==> src/verilog/tcs_pkg.sv <==
// Purpose: shared constants and types of the timer clock select and counter core
// Assumes: 8-bit host data bus, one system clock
// Notes: byte locations are index values on the 4-bit host address
package tcs_pkg;
    ////////////////////////////////////////////////////////////////////////
    // host byte locations
    localparam logic [3:0] TCS_ADDR_CTRL_A = 4'h0;
    localparam logic [3:0] TCS_ADDR_CTRL_B = 4'h1;
    localparam logic [3:0] TCS_ADDR_CNT_LO = 4'h2;
    localparam logic [3:0] TCS_ADDR_CNT_HI = 4'h3;
    localparam logic [3:0] TCS_ADDR_CMPA_LO = 4'h4;
    localparam logic [3:0] TCS_ADDR_CMPA_HI = 4'h5;
    localparam logic [3:0] TCS_ADDR_CMPB_LO = 4'h6;
    localparam logic [3:0] TCS_ADDR_CMPB_HI = 4'h7;
    localparam logic [3:0] TCS_ADDR_FLAGS = 4'h8;
    ////////////////////////////////////////////////////////////////////////
    // field positions
    localparam int TCS_CS_MSB = 2;
    localparam int TCS_CS_LSB = 0;
    localparam int TCS_WGMH_MSB = 4;
    localparam int TCS_WGMH_LSB = 3;
    localparam int TCS_WGML_MSB = 1;
    localparam int TCS_WGML_LSB = 0;
    localparam int TCS_OVF_BIT = 0;
    ////////////////////////////////////////////////////////////////////////
    // clock select codes
    localparam logic [2:0] TCS_CS_STOP = 3'h0;
    localparam logic [2:0] TCS_CS_SYS = 3'h1;
    localparam logic [2:0] TCS_CS_DIV8 = 3'h2;
    localparam logic [2:0] TCS_CS_DIV64 = 3'h3;
    localparam logic [2:0] TCS_CS_DIV256 = 3'h4;
    localparam logic [2:0] TCS_CS_DIV1024 = 3'h5;
    localparam logic [2:0] TCS_CS_EXT_FALL = 3'h6;
    localparam logic [2:0] TCS_CS_EXT_RISE = 3'h7;
    ////////////////////////////////////////////////////////////////////////
    // waveform modes with their own sequence; all others count as normal
    localparam logic [3:0] TCS_WGM_NORMAL = 4'h0;
    localparam logic [3:0] TCS_WGM_CTC_A = 4'h4;
    localparam logic [3:0] TCS_WGM_UPDN_A = 4'hB;
    ////////////////////////////////////////////////////////////////////////
    // prescaler and counter
    localparam int TCS_PRESC_W = 10;
    localparam logic [9:0] TCS_PRESC_RST = 10'h000;
    localparam logic [9:0] TCS_PRESC_STEP = 10'h001;
    localparam int TCS_TAP8_BITS = 3;
    localparam int TCS_TAP64_BITS = 6;
    localparam int TCS_TAP256_BITS = 8;
    localparam int TCS_TAP1024_BITS = 10;
    localparam logic [15:0] TCS_MAX = 16'hFFFF;
    localparam logic [15:0] TCS_FLOOR = 16'h0000;
    localparam logic [15:0] TCS_STEP = 16'h0001;
    localparam logic [15:0] TCS_COUNT_RST = 16'h0000;
    localparam logic [7:0] TCS_BYTE_RST = 8'h00;
    ////////////////////////////////////////////////////////////////////////
    typedef struct packed {
        logic [3:0] addr;
        logic rd;
        logic wr;
        logic [7:0] wdata;
    } tcs_bus_req_type;

    typedef struct packed {
        logic [7:0] ctrl_a;
        logic [7:0] ctrl_b;
        logic [15:0] count;
        logic [7:0] hold;
        logic [15:0] cmp_a;
        logic [15:0] cmp_b;
        logic down;
        logic ovf;
        logic floor;
        logic ceil;
        logic tick;
        logic [7:0] rdata;
    } tcs_state_type;

    typedef struct packed {
        logic latch;
        logic sync;
        logic prev;
        logic rise;
        logic fall;
    } tcs_pin_state_type;
endpackage : tcs_pkg

==> src/verilog/tcs_timer.sv <==
// Purpose: clock select and 16-bit counter core of a general-purpose timer
// Assumes: host bus request taken on every rising clk edge
// Notes: read data appears the cycle after the read strobe
`timescale 1ns/100ps
module tcs_timer (
    // clock and reset
    input wire logic clk,
    input wire logic rst,
    // host bus
    input wire tcs_pkg::tcs_bus_req_type bus_req,
    output logic [7:0] rd_data,
    // pins and loose controls
    input wire logic external_count_pin,
    input wire logic presc_clear,
    input wire logic count_clear,
    // status
    output logic [15:0] timer_count,
    output logic count_floor,
    output logic count_ceiling,
    output logic overflow_flag,
    output logic timer_tick,
    output logic [tcs_pkg::TCS_PRESC_W-1:0] prescaler_count
);
    import tcs_pkg::*;

    ////////////////////////////////////////////////////////////////////////
    // helpers
    function automatic logic [3:0] tcs_mode(input logic [7:0] ca, input logic [7:0] cb);
        // mode field split over two control registers
        tcs_mode = {cb[TCS_WGMH_MSB:TCS_WGMH_LSB], ca[TCS_WGML_MSB:TCS_WGML_LSB]};
    endfunction : tcs_mode

    function automatic logic [15:0] tcs_top(input logic [3:0] md, input logic [15:0] ca);
        tcs_top = (md == TCS_WGM_CTC_A || md == TCS_WGM_UPDN_A) ? ca : TCS_MAX;
    endfunction : tcs_top

    ////////////////////////////////////////////////////////////////////////
    // sub-blocks
    logic [3:0] taps;
    logic rise;
    logic fall;

    tcs_prescaler u_presc (
        .clk(clk),
        .rst(rst),
        .presc_clear(presc_clear),
        .taps(taps),
        .presc_count(prescaler_count)
    );

    tcs_pin_edge u_pin (
        .clk(clk),
        .rst(rst),
        .external_count_pin(external_count_pin),
        .rise(rise),
        .fall(fall)
    );

    ////////////////////////////////////////////////////////////////////////
    // state
    tcs_state_type st_q;
    tcs_state_type st_d;
    logic [2:0] cs;
    logic [3:0] mode;
    logic [15:0] top;
    logic tick;
    logic wr_cnt;
    logic rd_cnt;

    assign cs = st_q.ctrl_b[TCS_CS_MSB:TCS_CS_LSB];
    assign mode = tcs_mode(st_q.ctrl_a, st_q.ctrl_b);
    assign top = tcs_top(mode, st_q.cmp_a);
    assign wr_cnt = bus_req.wr && bus_req.addr == TCS_ADDR_CNT_LO;
    assign rd_cnt = bus_req.rd && bus_req.addr == TCS_ADDR_CNT_LO;

    ////////////////////////////////////////////////////////////////////////
    // clock select
    always_comb begin
        unique case (cs)
            TCS_CS_STOP: tick = 1'b0;
            TCS_CS_SYS: tick = 1'b1;
            // taps fire on prescaler phase, hence 1 to N cycles to first count
            TCS_CS_DIV8: tick = taps[0];
            TCS_CS_DIV64: tick = taps[1];
            TCS_CS_DIV256: tick = taps[2];
            TCS_CS_DIV1024: tick = taps[3];
            // pin edges go straight to the counter, never through the divider
            TCS_CS_EXT_FALL: tick = fall;
            TCS_CS_EXT_RISE: tick = rise;
        endcase
    end

    ////////////////////////////////////////////////////////////////////////
    // bus, counter and flags
    always_comb begin
        st_d = st_q;
        st_d.tick = tick;
        // count, clear or write, in rising priority
        if (tick) begin
            unique case (mode)
                TCS_WGM_CTC_A: begin
                    st_d.count = (st_q.count == top) ? TCS_FLOOR : st_q.count + TCS_STEP;
                    st_d.down = 1'b0;
                end
                TCS_WGM_UPDN_A: begin
                    if (!st_q.down && st_q.count >= top) begin
                        st_d.down = 1'b1;
                        st_d.count = st_q.count - TCS_STEP;
                    end else if (st_q.down && st_q.count == TCS_FLOOR) begin
                        st_d.down = 1'b0;
                        st_d.count = st_q.count + TCS_STEP;
                    end else begin
                        st_d.count = st_q.down ? st_q.count - TCS_STEP : st_q.count + TCS_STEP;
                    end
                end
                default: begin
                    st_d.count = st_q.count + TCS_STEP;
                    st_d.down = 1'b0;
                end
            endcase
        end
        if (count_clear) begin
            st_d.count = TCS_FLOOR;
        end
        // host writes
        if (bus_req.wr) begin
            unique case (bus_req.addr)
                TCS_ADDR_CTRL_A: st_d.ctrl_a = bus_req.wdata;
                TCS_ADDR_CTRL_B: st_d.ctrl_b = bus_req.wdata;
                // all high bytes land in the single shared holding byte
                TCS_ADDR_CNT_HI, TCS_ADDR_CMPA_HI, TCS_ADDR_CMPB_HI: st_d.hold = bus_req.wdata;
                // writing low takes the held high byte in the same cycle and wins
                TCS_ADDR_CNT_LO: st_d.count = {st_q.hold, bus_req.wdata};
                TCS_ADDR_CMPA_LO: st_d.cmp_a = {st_q.hold, bus_req.wdata};
                TCS_ADDR_CMPB_LO: st_d.cmp_b = {st_q.hold, bus_req.wdata};
                default: begin
                end
            endcase
        end
        // host reads; unmapped locations return zero
        st_d.rdata = TCS_BYTE_RST;
        if (bus_req.rd) begin
            unique case (bus_req.addr)
                TCS_ADDR_CTRL_A: st_d.rdata = st_q.ctrl_a;
                TCS_ADDR_CTRL_B: st_d.rdata = st_q.ctrl_b;
                TCS_ADDR_CNT_LO: begin
                    st_d.rdata = st_q.count[7:0];
                    st_d.hold = st_q.count[15:8];
                end
                TCS_ADDR_CNT_HI: st_d.rdata = st_q.hold;
                // compare bytes read directly, holding byte untouched
                TCS_ADDR_CMPA_LO: st_d.rdata = st_q.cmp_a[7:0];
                TCS_ADDR_CMPA_HI: st_d.rdata = st_q.cmp_a[15:8];
                TCS_ADDR_CMPB_LO: st_d.rdata = st_q.cmp_b[7:0];
                TCS_ADDR_CMPB_HI: st_d.rdata = st_q.cmp_b[15:8];
                TCS_ADDR_FLAGS: st_d.rdata = {7'h00, st_q.ovf};
                default: st_d.rdata = TCS_BYTE_RST;
            endcase
        end
        // overflow: write one clears, a same-cycle set still wins
        if (bus_req.wr && bus_req.addr == TCS_ADDR_FLAGS && bus_req.wdata[TCS_OVF_BIT]) begin
            st_d.ovf = 1'b0;
        end
        if (tick && !wr_cnt && !count_clear) begin
            if (mode == TCS_WGM_UPDN_A) begin
                st_d.ovf = st_d.ovf | (st_q.down && st_q.count == TCS_FLOOR);
            end else begin
                st_d.ovf = st_d.ovf | (st_q.count == TCS_MAX);
            end
        end
        // registered from the next value so they track the count exactly
        st_d.floor = st_d.count == TCS_FLOOR;
        st_d.ceil = st_d.count == tcs_top(tcs_mode(st_d.ctrl_a, st_d.ctrl_b), st_d.cmp_a);
    end

    always_ff @(posedge clk or posedge rst) begin
        if (rst) begin
            st_q <= '0;
            st_q.floor <= 1'b1;
            st_q.ceil <= 1'b0;
        end else begin
            st_q <= st_d;
        end
    end

    assign rd_data = st_q.rdata;
    assign timer_count = st_q.count;
    assign count_floor = st_q.floor;
    assign count_ceiling = st_q.ceil;
    assign overflow_flag = st_q.ovf;
    assign timer_tick = st_q.tick;

    logic quiet;
    assign quiet = !wr_cnt && !count_clear;
endmodule : tcs_timer

==> src/verilog/tcs_prescaler.sv <==
// Purpose: free-running shared prescaler with four divide taps
// Assumes: one system clock
// Notes: a tap pulses one cycle when its low bits are all ones
`timescale 1ns/100ps
module tcs_prescaler (
    // clock and reset
    input wire logic clk,
    input wire logic rst,
    // control
    input wire logic presc_clear,
    // taps
    output logic [3:0] taps,
    output logic [tcs_pkg::TCS_PRESC_W-1:0] presc_count
);
    import tcs_pkg::*;
    logic [TCS_PRESC_W-1:0] cnt_q;
    logic [TCS_PRESC_W-1:0] cnt_d;

    ////////////////////////////////////////////////////////////////////////
    // runs whatever the clock select says clear restarts every tap
    always_comb begin
        cnt_d = presc_clear ? TCS_PRESC_RST : cnt_q + TCS_PRESC_STEP;
    end

    always_ff @(posedge clk or posedge rst) begin
        if (rst) begin
            cnt_q <= TCS_PRESC_RST;
        end else begin
            cnt_q <= cnt_d;
        end
    end

    // taps divide by 8, 64, 256 and 1024
    assign taps[0] = &cnt_q[TCS_TAP8_BITS-1:0];
    assign taps[1] = &cnt_q[TCS_TAP64_BITS-1:0];
    assign taps[2] = &cnt_q[TCS_TAP256_BITS-1:0];
    assign taps[3] = &cnt_q[TCS_TAP1024_BITS-1:0];
    assign presc_count = cnt_q;
endmodule : tcs_prescaler

==> src/verilog/tcs_pin_edge.sv <==
// Purpose: samples the external count pin and detects its edges
// Assumes: pin may be asynchronous to clk
// Notes: rise and fall are one-cycle pulses from flops
`timescale 1ns/100ps
module tcs_pin_edge (
    // clock and reset
    input wire logic clk,
    input wire logic rst,
    // pin
    input wire logic external_count_pin,
    // edges
    output logic rise,
    output logic fall
);
    import tcs_pkg::*;
    tcs_pin_state_type st_q;
    tcs_pin_state_type st_d;
    logic latch_q;

    ////////////////////////////////////////////////////////////////////////
    // flop takes the pin at the falling edge and holds it until the next falling edge
    always_ff @(negedge clk or posedge rst) begin
        if (rst) begin
            latch_q <= 1'b0;
        end else begin
            latch_q <= external_count_pin;
        end
    end

    // latch, sync and edge flops give 2.5 to 3.5 cycles to the counter
    always_comb begin
        st_d = st_q;
        st_d.latch = 1'b0;
        st_d.sync = latch_q;
        st_d.prev = st_q.sync;
        st_d.rise = st_q.sync & ~st_q.prev;
        st_d.fall = ~st_q.sync & st_q.prev;
    end

    always_ff @(posedge clk or posedge rst) begin
        if (rst) begin
            st_q <= '0;
        end else begin
            st_q <= st_d;
        end
    end

    assign rise = st_q.rise;
    assign fall = st_q.fall;
endmodule : tcs_pin_edge

==> config.mk <==
export PLATFORM = sky130hd
export DESIGN_NAME = tcs_timer
export DESIGN_NICKNAME = d
export VERILOG_FILES = /design/src/verilog/tcs_pkg.sv /design/src/verilog/tcs_timer.sv /design/src/verilog/tcs_prescaler.sv /design/src/verilog/tcs_pin_edge.sv
export SDC_FILE = /design/constraint.sdc
export NUM_CORES = 1
export LEC_CHECK = 0
export BUFFER_PORTS_ARGS = -buffer_cell sky130_fd_sc_hd__buf_2
export CORE_MARGIN = 4
export CORE_UTILIZATION = 40
export CTS_CLUSTER_DIAMETER = 200
export DETAILED_ROUTE_END_ITERATION = 7
export PLACE_DENSITY = 0.58
export SYNTH_ARGS = -nofsm -noshare
export SYNTH_HDL_FRONTEND = slang
export SYNTH_SLANG_ARGS = --single-unit
==> constraint.sdc <==
create_clock -name clk -period 5.9 [get_ports clk]
set_clock_uncertainty 0.15 [all_clocks]
set_input_delay 0 -clock clk [delete_from_list [all_inputs] [get_ports clk]]
set_output_delay 0 -clock clk [all_outputs]
set_load 0.02 [all_outputs]
==> results by group <==
Setup path
  • R2R cell count: 14
  • Max Fanout on Critical Path: 16
  • CP Class: reg2reg
  • Crit. End Element: flip-flop
  • Most used cell along the critical path: a21o_1
  • Worst Path Required: 6010 ps
  • CP startpoint kind: flip-flop
  • Critical-path cell list: or4b_4 -> and2_2 -> nor2_1 -> ha_1 -> a21o_1 -> a21o_1 -> a221oi_1 -> nand4_1 -> a2111oi_0 -> nand3_1 -> a31oi_1 -> o211ai_1 -> or4_4 -> a2111oi_2
  • Slowest CP cell: a2111oi_0
  • CP Data Arrival Time: 5440 ps
  • Largest stage delay on the critical path: 780 ps

Timing
  • Final setup fails: 0
  • Fin. Hold Viols: 0
  • RSZ-0062 raised after global routing: no
  • Slew headroom: about a quarter
  • WHS: 41.31 ps
  • Setup slack after layout: 568.0 ps
  • Setup TNS Final: 0 ps
  • Post-route minimum period: 5332 ps
  • Final Max Tran Viols: 0
  • Least-Margin Pin Slew: 1091 ps
  • Fmax: between 150 and 200 MHz
  • Tcrit/Tclk final: 90.37%

Synth
  • FF+latch count, synth: 100
  • Multiplexer share of the synthesized area: about 15%
  • Distinct cells, synth: 85
  • Synthesized instance count: between 700 and 800
  • Synth Area in Compound Gates: 16.33%
  • Post-Syn Area: 6857 um^2
  • Most used DFF post-synth: dfrtp_1
  • Synth Area in XOR/XNOR: 1.916%
  • Post-synthesis adder-cell area fraction: 3.650%
  • Post-Synth Simple-Gate Area: between 20% and 30%
  • Sequential area share after synthesis: 36.51%
  • Syn avg cell area: 9.329 um^2
  • Syn nets: 774
  • Number of flops mapped to enable cells by yosys: 0
  • Ys async rst share: 100.0%
  • Synth warn: 0
  • Largest family of logic cells by synthesized area: simple AND/OR/NAND/NOR gates

Power
  • Combinational Power Share: 29.2%
  • Static Leak: 3.501 nW
  • Switching portion of total power: a little under two fifths
  • Sequential power share: 43.1%
  • Pwr Density: a little under 300 nW/um^2
  • Max IR drop VDD: 229.6 uV
  • Clk network pwr share: 27.6%
  • Internal power: 1.386 mW
  • Psw: ~0.85 mW

GRT
  • Vias in the first global route: 6082
  • Initial antenna violation count: 1
  • GRT Util Overall: roughly a quarter
  • First-pass GRT wire length: between 30000 and 40000 um
  • Largest net degree at the start of global routing: 61
  • Grt ovf: 0

CTS
  • Clock Sinks: 100
  • Clock buffer depth: 2
  • CTS tree: yes
  • Worst-path clk slew: 80 ps
  • Clk root buf: clkbuf_16
  • CTS H-tree depth: 3
  • Setup repair bufs after CTS: 0
  • Clk_lat worst skew: 370 ps
  • Post-CTS Resized: 0
  • CTS Buf Count: 9

Floorplanning
  • DIE AREA: 19300 um^2
  • Core ar.: 16700 um^2
  • Initial Util: 41.05%
  • Die width: 138.9 um
  • FP Rows: 47
  • Die height: between 100 and 150 um
  • Io pins: 57

Hold path
  • Worst Hold Class: in2reg
  • Hold path cells: 4

Detailed routing
  • Pre-antenna DRT Iters: 5
  • Post-Route WL: 24470 um
  • Iteration-0 DRC Markers: 614
  • Post-route ant nets: 0
  • Via count: 6218
  • Drt drc: 0
  • Vias/cell: 6.262
  • DR WL/cell: 24.64 um

Place
  • HPWL after detailed placement: between 15000 and 20000 um
  • IO Port Bufs: 56
  • Gpl congestion: 0.9695
  • Worst slack at placement: 736.4 ps

Run status
  • Status: finished clean

Cells and area
  • Antenna cells: 0
  • Fill cells: 1599
  • P&R area growth vs syn: 11.15%
  • Layout cells sized above 1: between 20% and 30%
  • Final #Nets: 807

Job
  • Max-Cap Viols: 0
==> power by group through the flow <==
stage / sequential [mW] / clock [mW] / combinational (mW)
CTS: 0.957 / 0.623 / 0.644
detailed placement: 0.971 / 0 / 0.634
global placement: 0.965 / 0 / 0.623
floorplan: 0.899 / 0 / 0.461
global route: 0.974 / 0.652 / 0.703
finish: 0.962 / 0.617 / 0.653
==> sequential cells by signal, indices dropped and copies added (netlist names) <==
register             cells
st_q                    50
u_pin.fall               1
count_ceiling            1
u_pin.rise               1
u_presc.presc_count     10
u_pin.latch_q            1
count_floor              1
u_pin.st_q               1
u_pin.st_d               1
overflow_flag            1
mode                     4
timer_tick               1
cs                       3
timer_count             16
rd_data                  8
==> cells by family (layout without fill, tap and decap cells) <==
kind of cell,after synthesis,in the layout
AO/OA/AOI/OAI,162,162
adder cells (fa/ha/maj),20,20
XOR/XNOR,15,15
buffers and inverters,85,123
multiplexers,88,88
flip-flops,100,100
AND/OR/NAND/NOR,265,265
==> path summary, 6_finish.rpt <==
kind / endpoint / slack, ps / from
max: count_ceiling / 570 / mode[0]
min: rd_data[5] / 40 / bus_req[13]
max reg2reg: count_ceiling / 570 / mode[0]
min reg2reg: u_pin.st_q[2] / 240 / u_pin.st_d[2]
max in group asynchronous: u_pin.latch_q / 2260 / rst
min in group asynchronous: rd_data[0] / 90 / rst
==> cell type report <==
type / instances / area (um^2) / area share, %
Multi-Input combinational cell: 550 / 3925 / 51.50
Sequential cell: 100 / 2504 / 32.85
Timing Repair Buffer: 84 / 525.5 / 6.895
Tap cell: 220 / 275.3 / 3.612
Clock buffer: 10 / 239.0 / 3.136
Inverter: 23 / 88.84 / 1.166
Clock inverter: 6 / 63.81 / 0.8373
==> metrics by stage <==
| stage | util, % | instances | cell area, um^2 | total power, mW |
|---|---|---|---|---|
| 3_3_place_gp | 42.98 | 963 | 7178 | 1.588 |
| 2_1_floorplan | - | 735 | 6857 | 1.360 |
| 5_1_grt | 45.63 | 993 | 7621 | 2.329 |
| 6_report | 45.63 | 993 | 7621 | 2.232 |
| 3_5_place_dp | 42.98 | 963 | 7178 | 1.605 |
| 4_1_cts | 45.63 | 993 | 7621 | 2.224 |
==> cells in the mapped netlist, drive strengths merged (4+ instances only) <==
cell / n / area, um^2
mux2: 40 / 450.4
nand3: 26 / 130.1
nor2b: 7 / 43.79
a21o: 9 / 71.32
nor2: 86 / 330.3
nand4b: 5 / 43.79
nor3b: 4 / 35.03
dfrtp: 98 / 2452
nor3: 15 / 91.34
xor2: 9 / 78.83
a31oi: 5 / 31.28
o31ai: 7 / 52.55
a22oi: 5 / 37.54
ha: 20 / 250.2
nor4: 9 / 71.32
o211ai: 7 / 52.55
a2111oi: 5 / 50.04
and2: 10 / 65.06
o21ai: 26 / 130.1
nand4: 11 / 68.82
a21oi: 42 / 217.7
nand2b: 6 / 37.54
buf: 35 / 240.2
or2: 6 / 37.54
mux4: 9 / 206.5
mux2i: 39 / 390.4
a22o: 6 / 52.55
or4: 4 / 37.53
nand2: 51 / 193.9
xnor2: 6 / 52.55
o22ai: 9 / 56.30
a211oi: 9 / 67.56
inv: 22 / 82.58
and3: 13 / 81.33
clkbuf: 27 / 101.4
==> placed cells by master, fill, tap and decap left out, types with 6 or more instances in the layout <==
| cell | netlist | layout |
|---|---|---|
| xnor2_1 | 6 | 6 |
| o21ai_0 | 23 | 23 |
| nand4_1 | 11 | 11 |
| and2_1 | 7 | 7 |
| a211oi_1 | 9 | 9 |
| buf_2 | 9 | 56 |
| dfrtp_1 | 98 | 98 |
| dlygate4sd3_1 | 0 | 14 |
| nor2b_1 | 7 | 7 |
| and3_1 | 13 | 13 |
| mux4_2 | 8 | 8 |
| nor3_1 | 13 | 13 |
| nand2_1 | 50 | 50 |
| nand3_1 | 26 | 26 |
| nand2b_1 | 6 | 6 |
| xor2_1 | 9 | 9 |
| or2_2 | 6 | 6 |
| ha_1 | 20 | 20 |
| nor2_1 | 83 | 83 |
| mux2_2 | 40 | 40 |
| o211ai_1 | 7 | 7 |
| o22ai_1 | 9 | 9 |
| nor4_1 | 8 | 8 |
| o31ai_1 | 7 | 7 |
| inv_1 | 22 | 21 |
| a22o_1 | 6 | 6 |
| mux2i_1 | 39 | 39 |
| buf_4 | 24 | 14 |
| clkbuf_16 | 0 | 9 |
| a21o_1 | 6 | 6 |
| a21oi_1 | 40 | 40 |
==> metal layers <==
layer | GRT usage, % | wire [um]
met4 | 9.629 | 1042
met2 | 39.25 | 11040
met1 | 34.94 | 10620
met5 | 0 | 13
met3 | 4.897 | 1752
==> worst max-delay path: cells and delay by family (launching register included) <==
family / cells / cell delay [ps]
simple gates: 6 / 2200
compound gates: 7 / 2190
flops: 1 / 420
fa+ha+maj: 1 / 250
==> what timing repair did <==
action / CTS / global route
endpoints found under the setup margin: 0 / 0
hold endpoints to repair: 98 / 0
hold buffers: 14 / 0
Note: power is estimated with default switching activity, not from simulation.
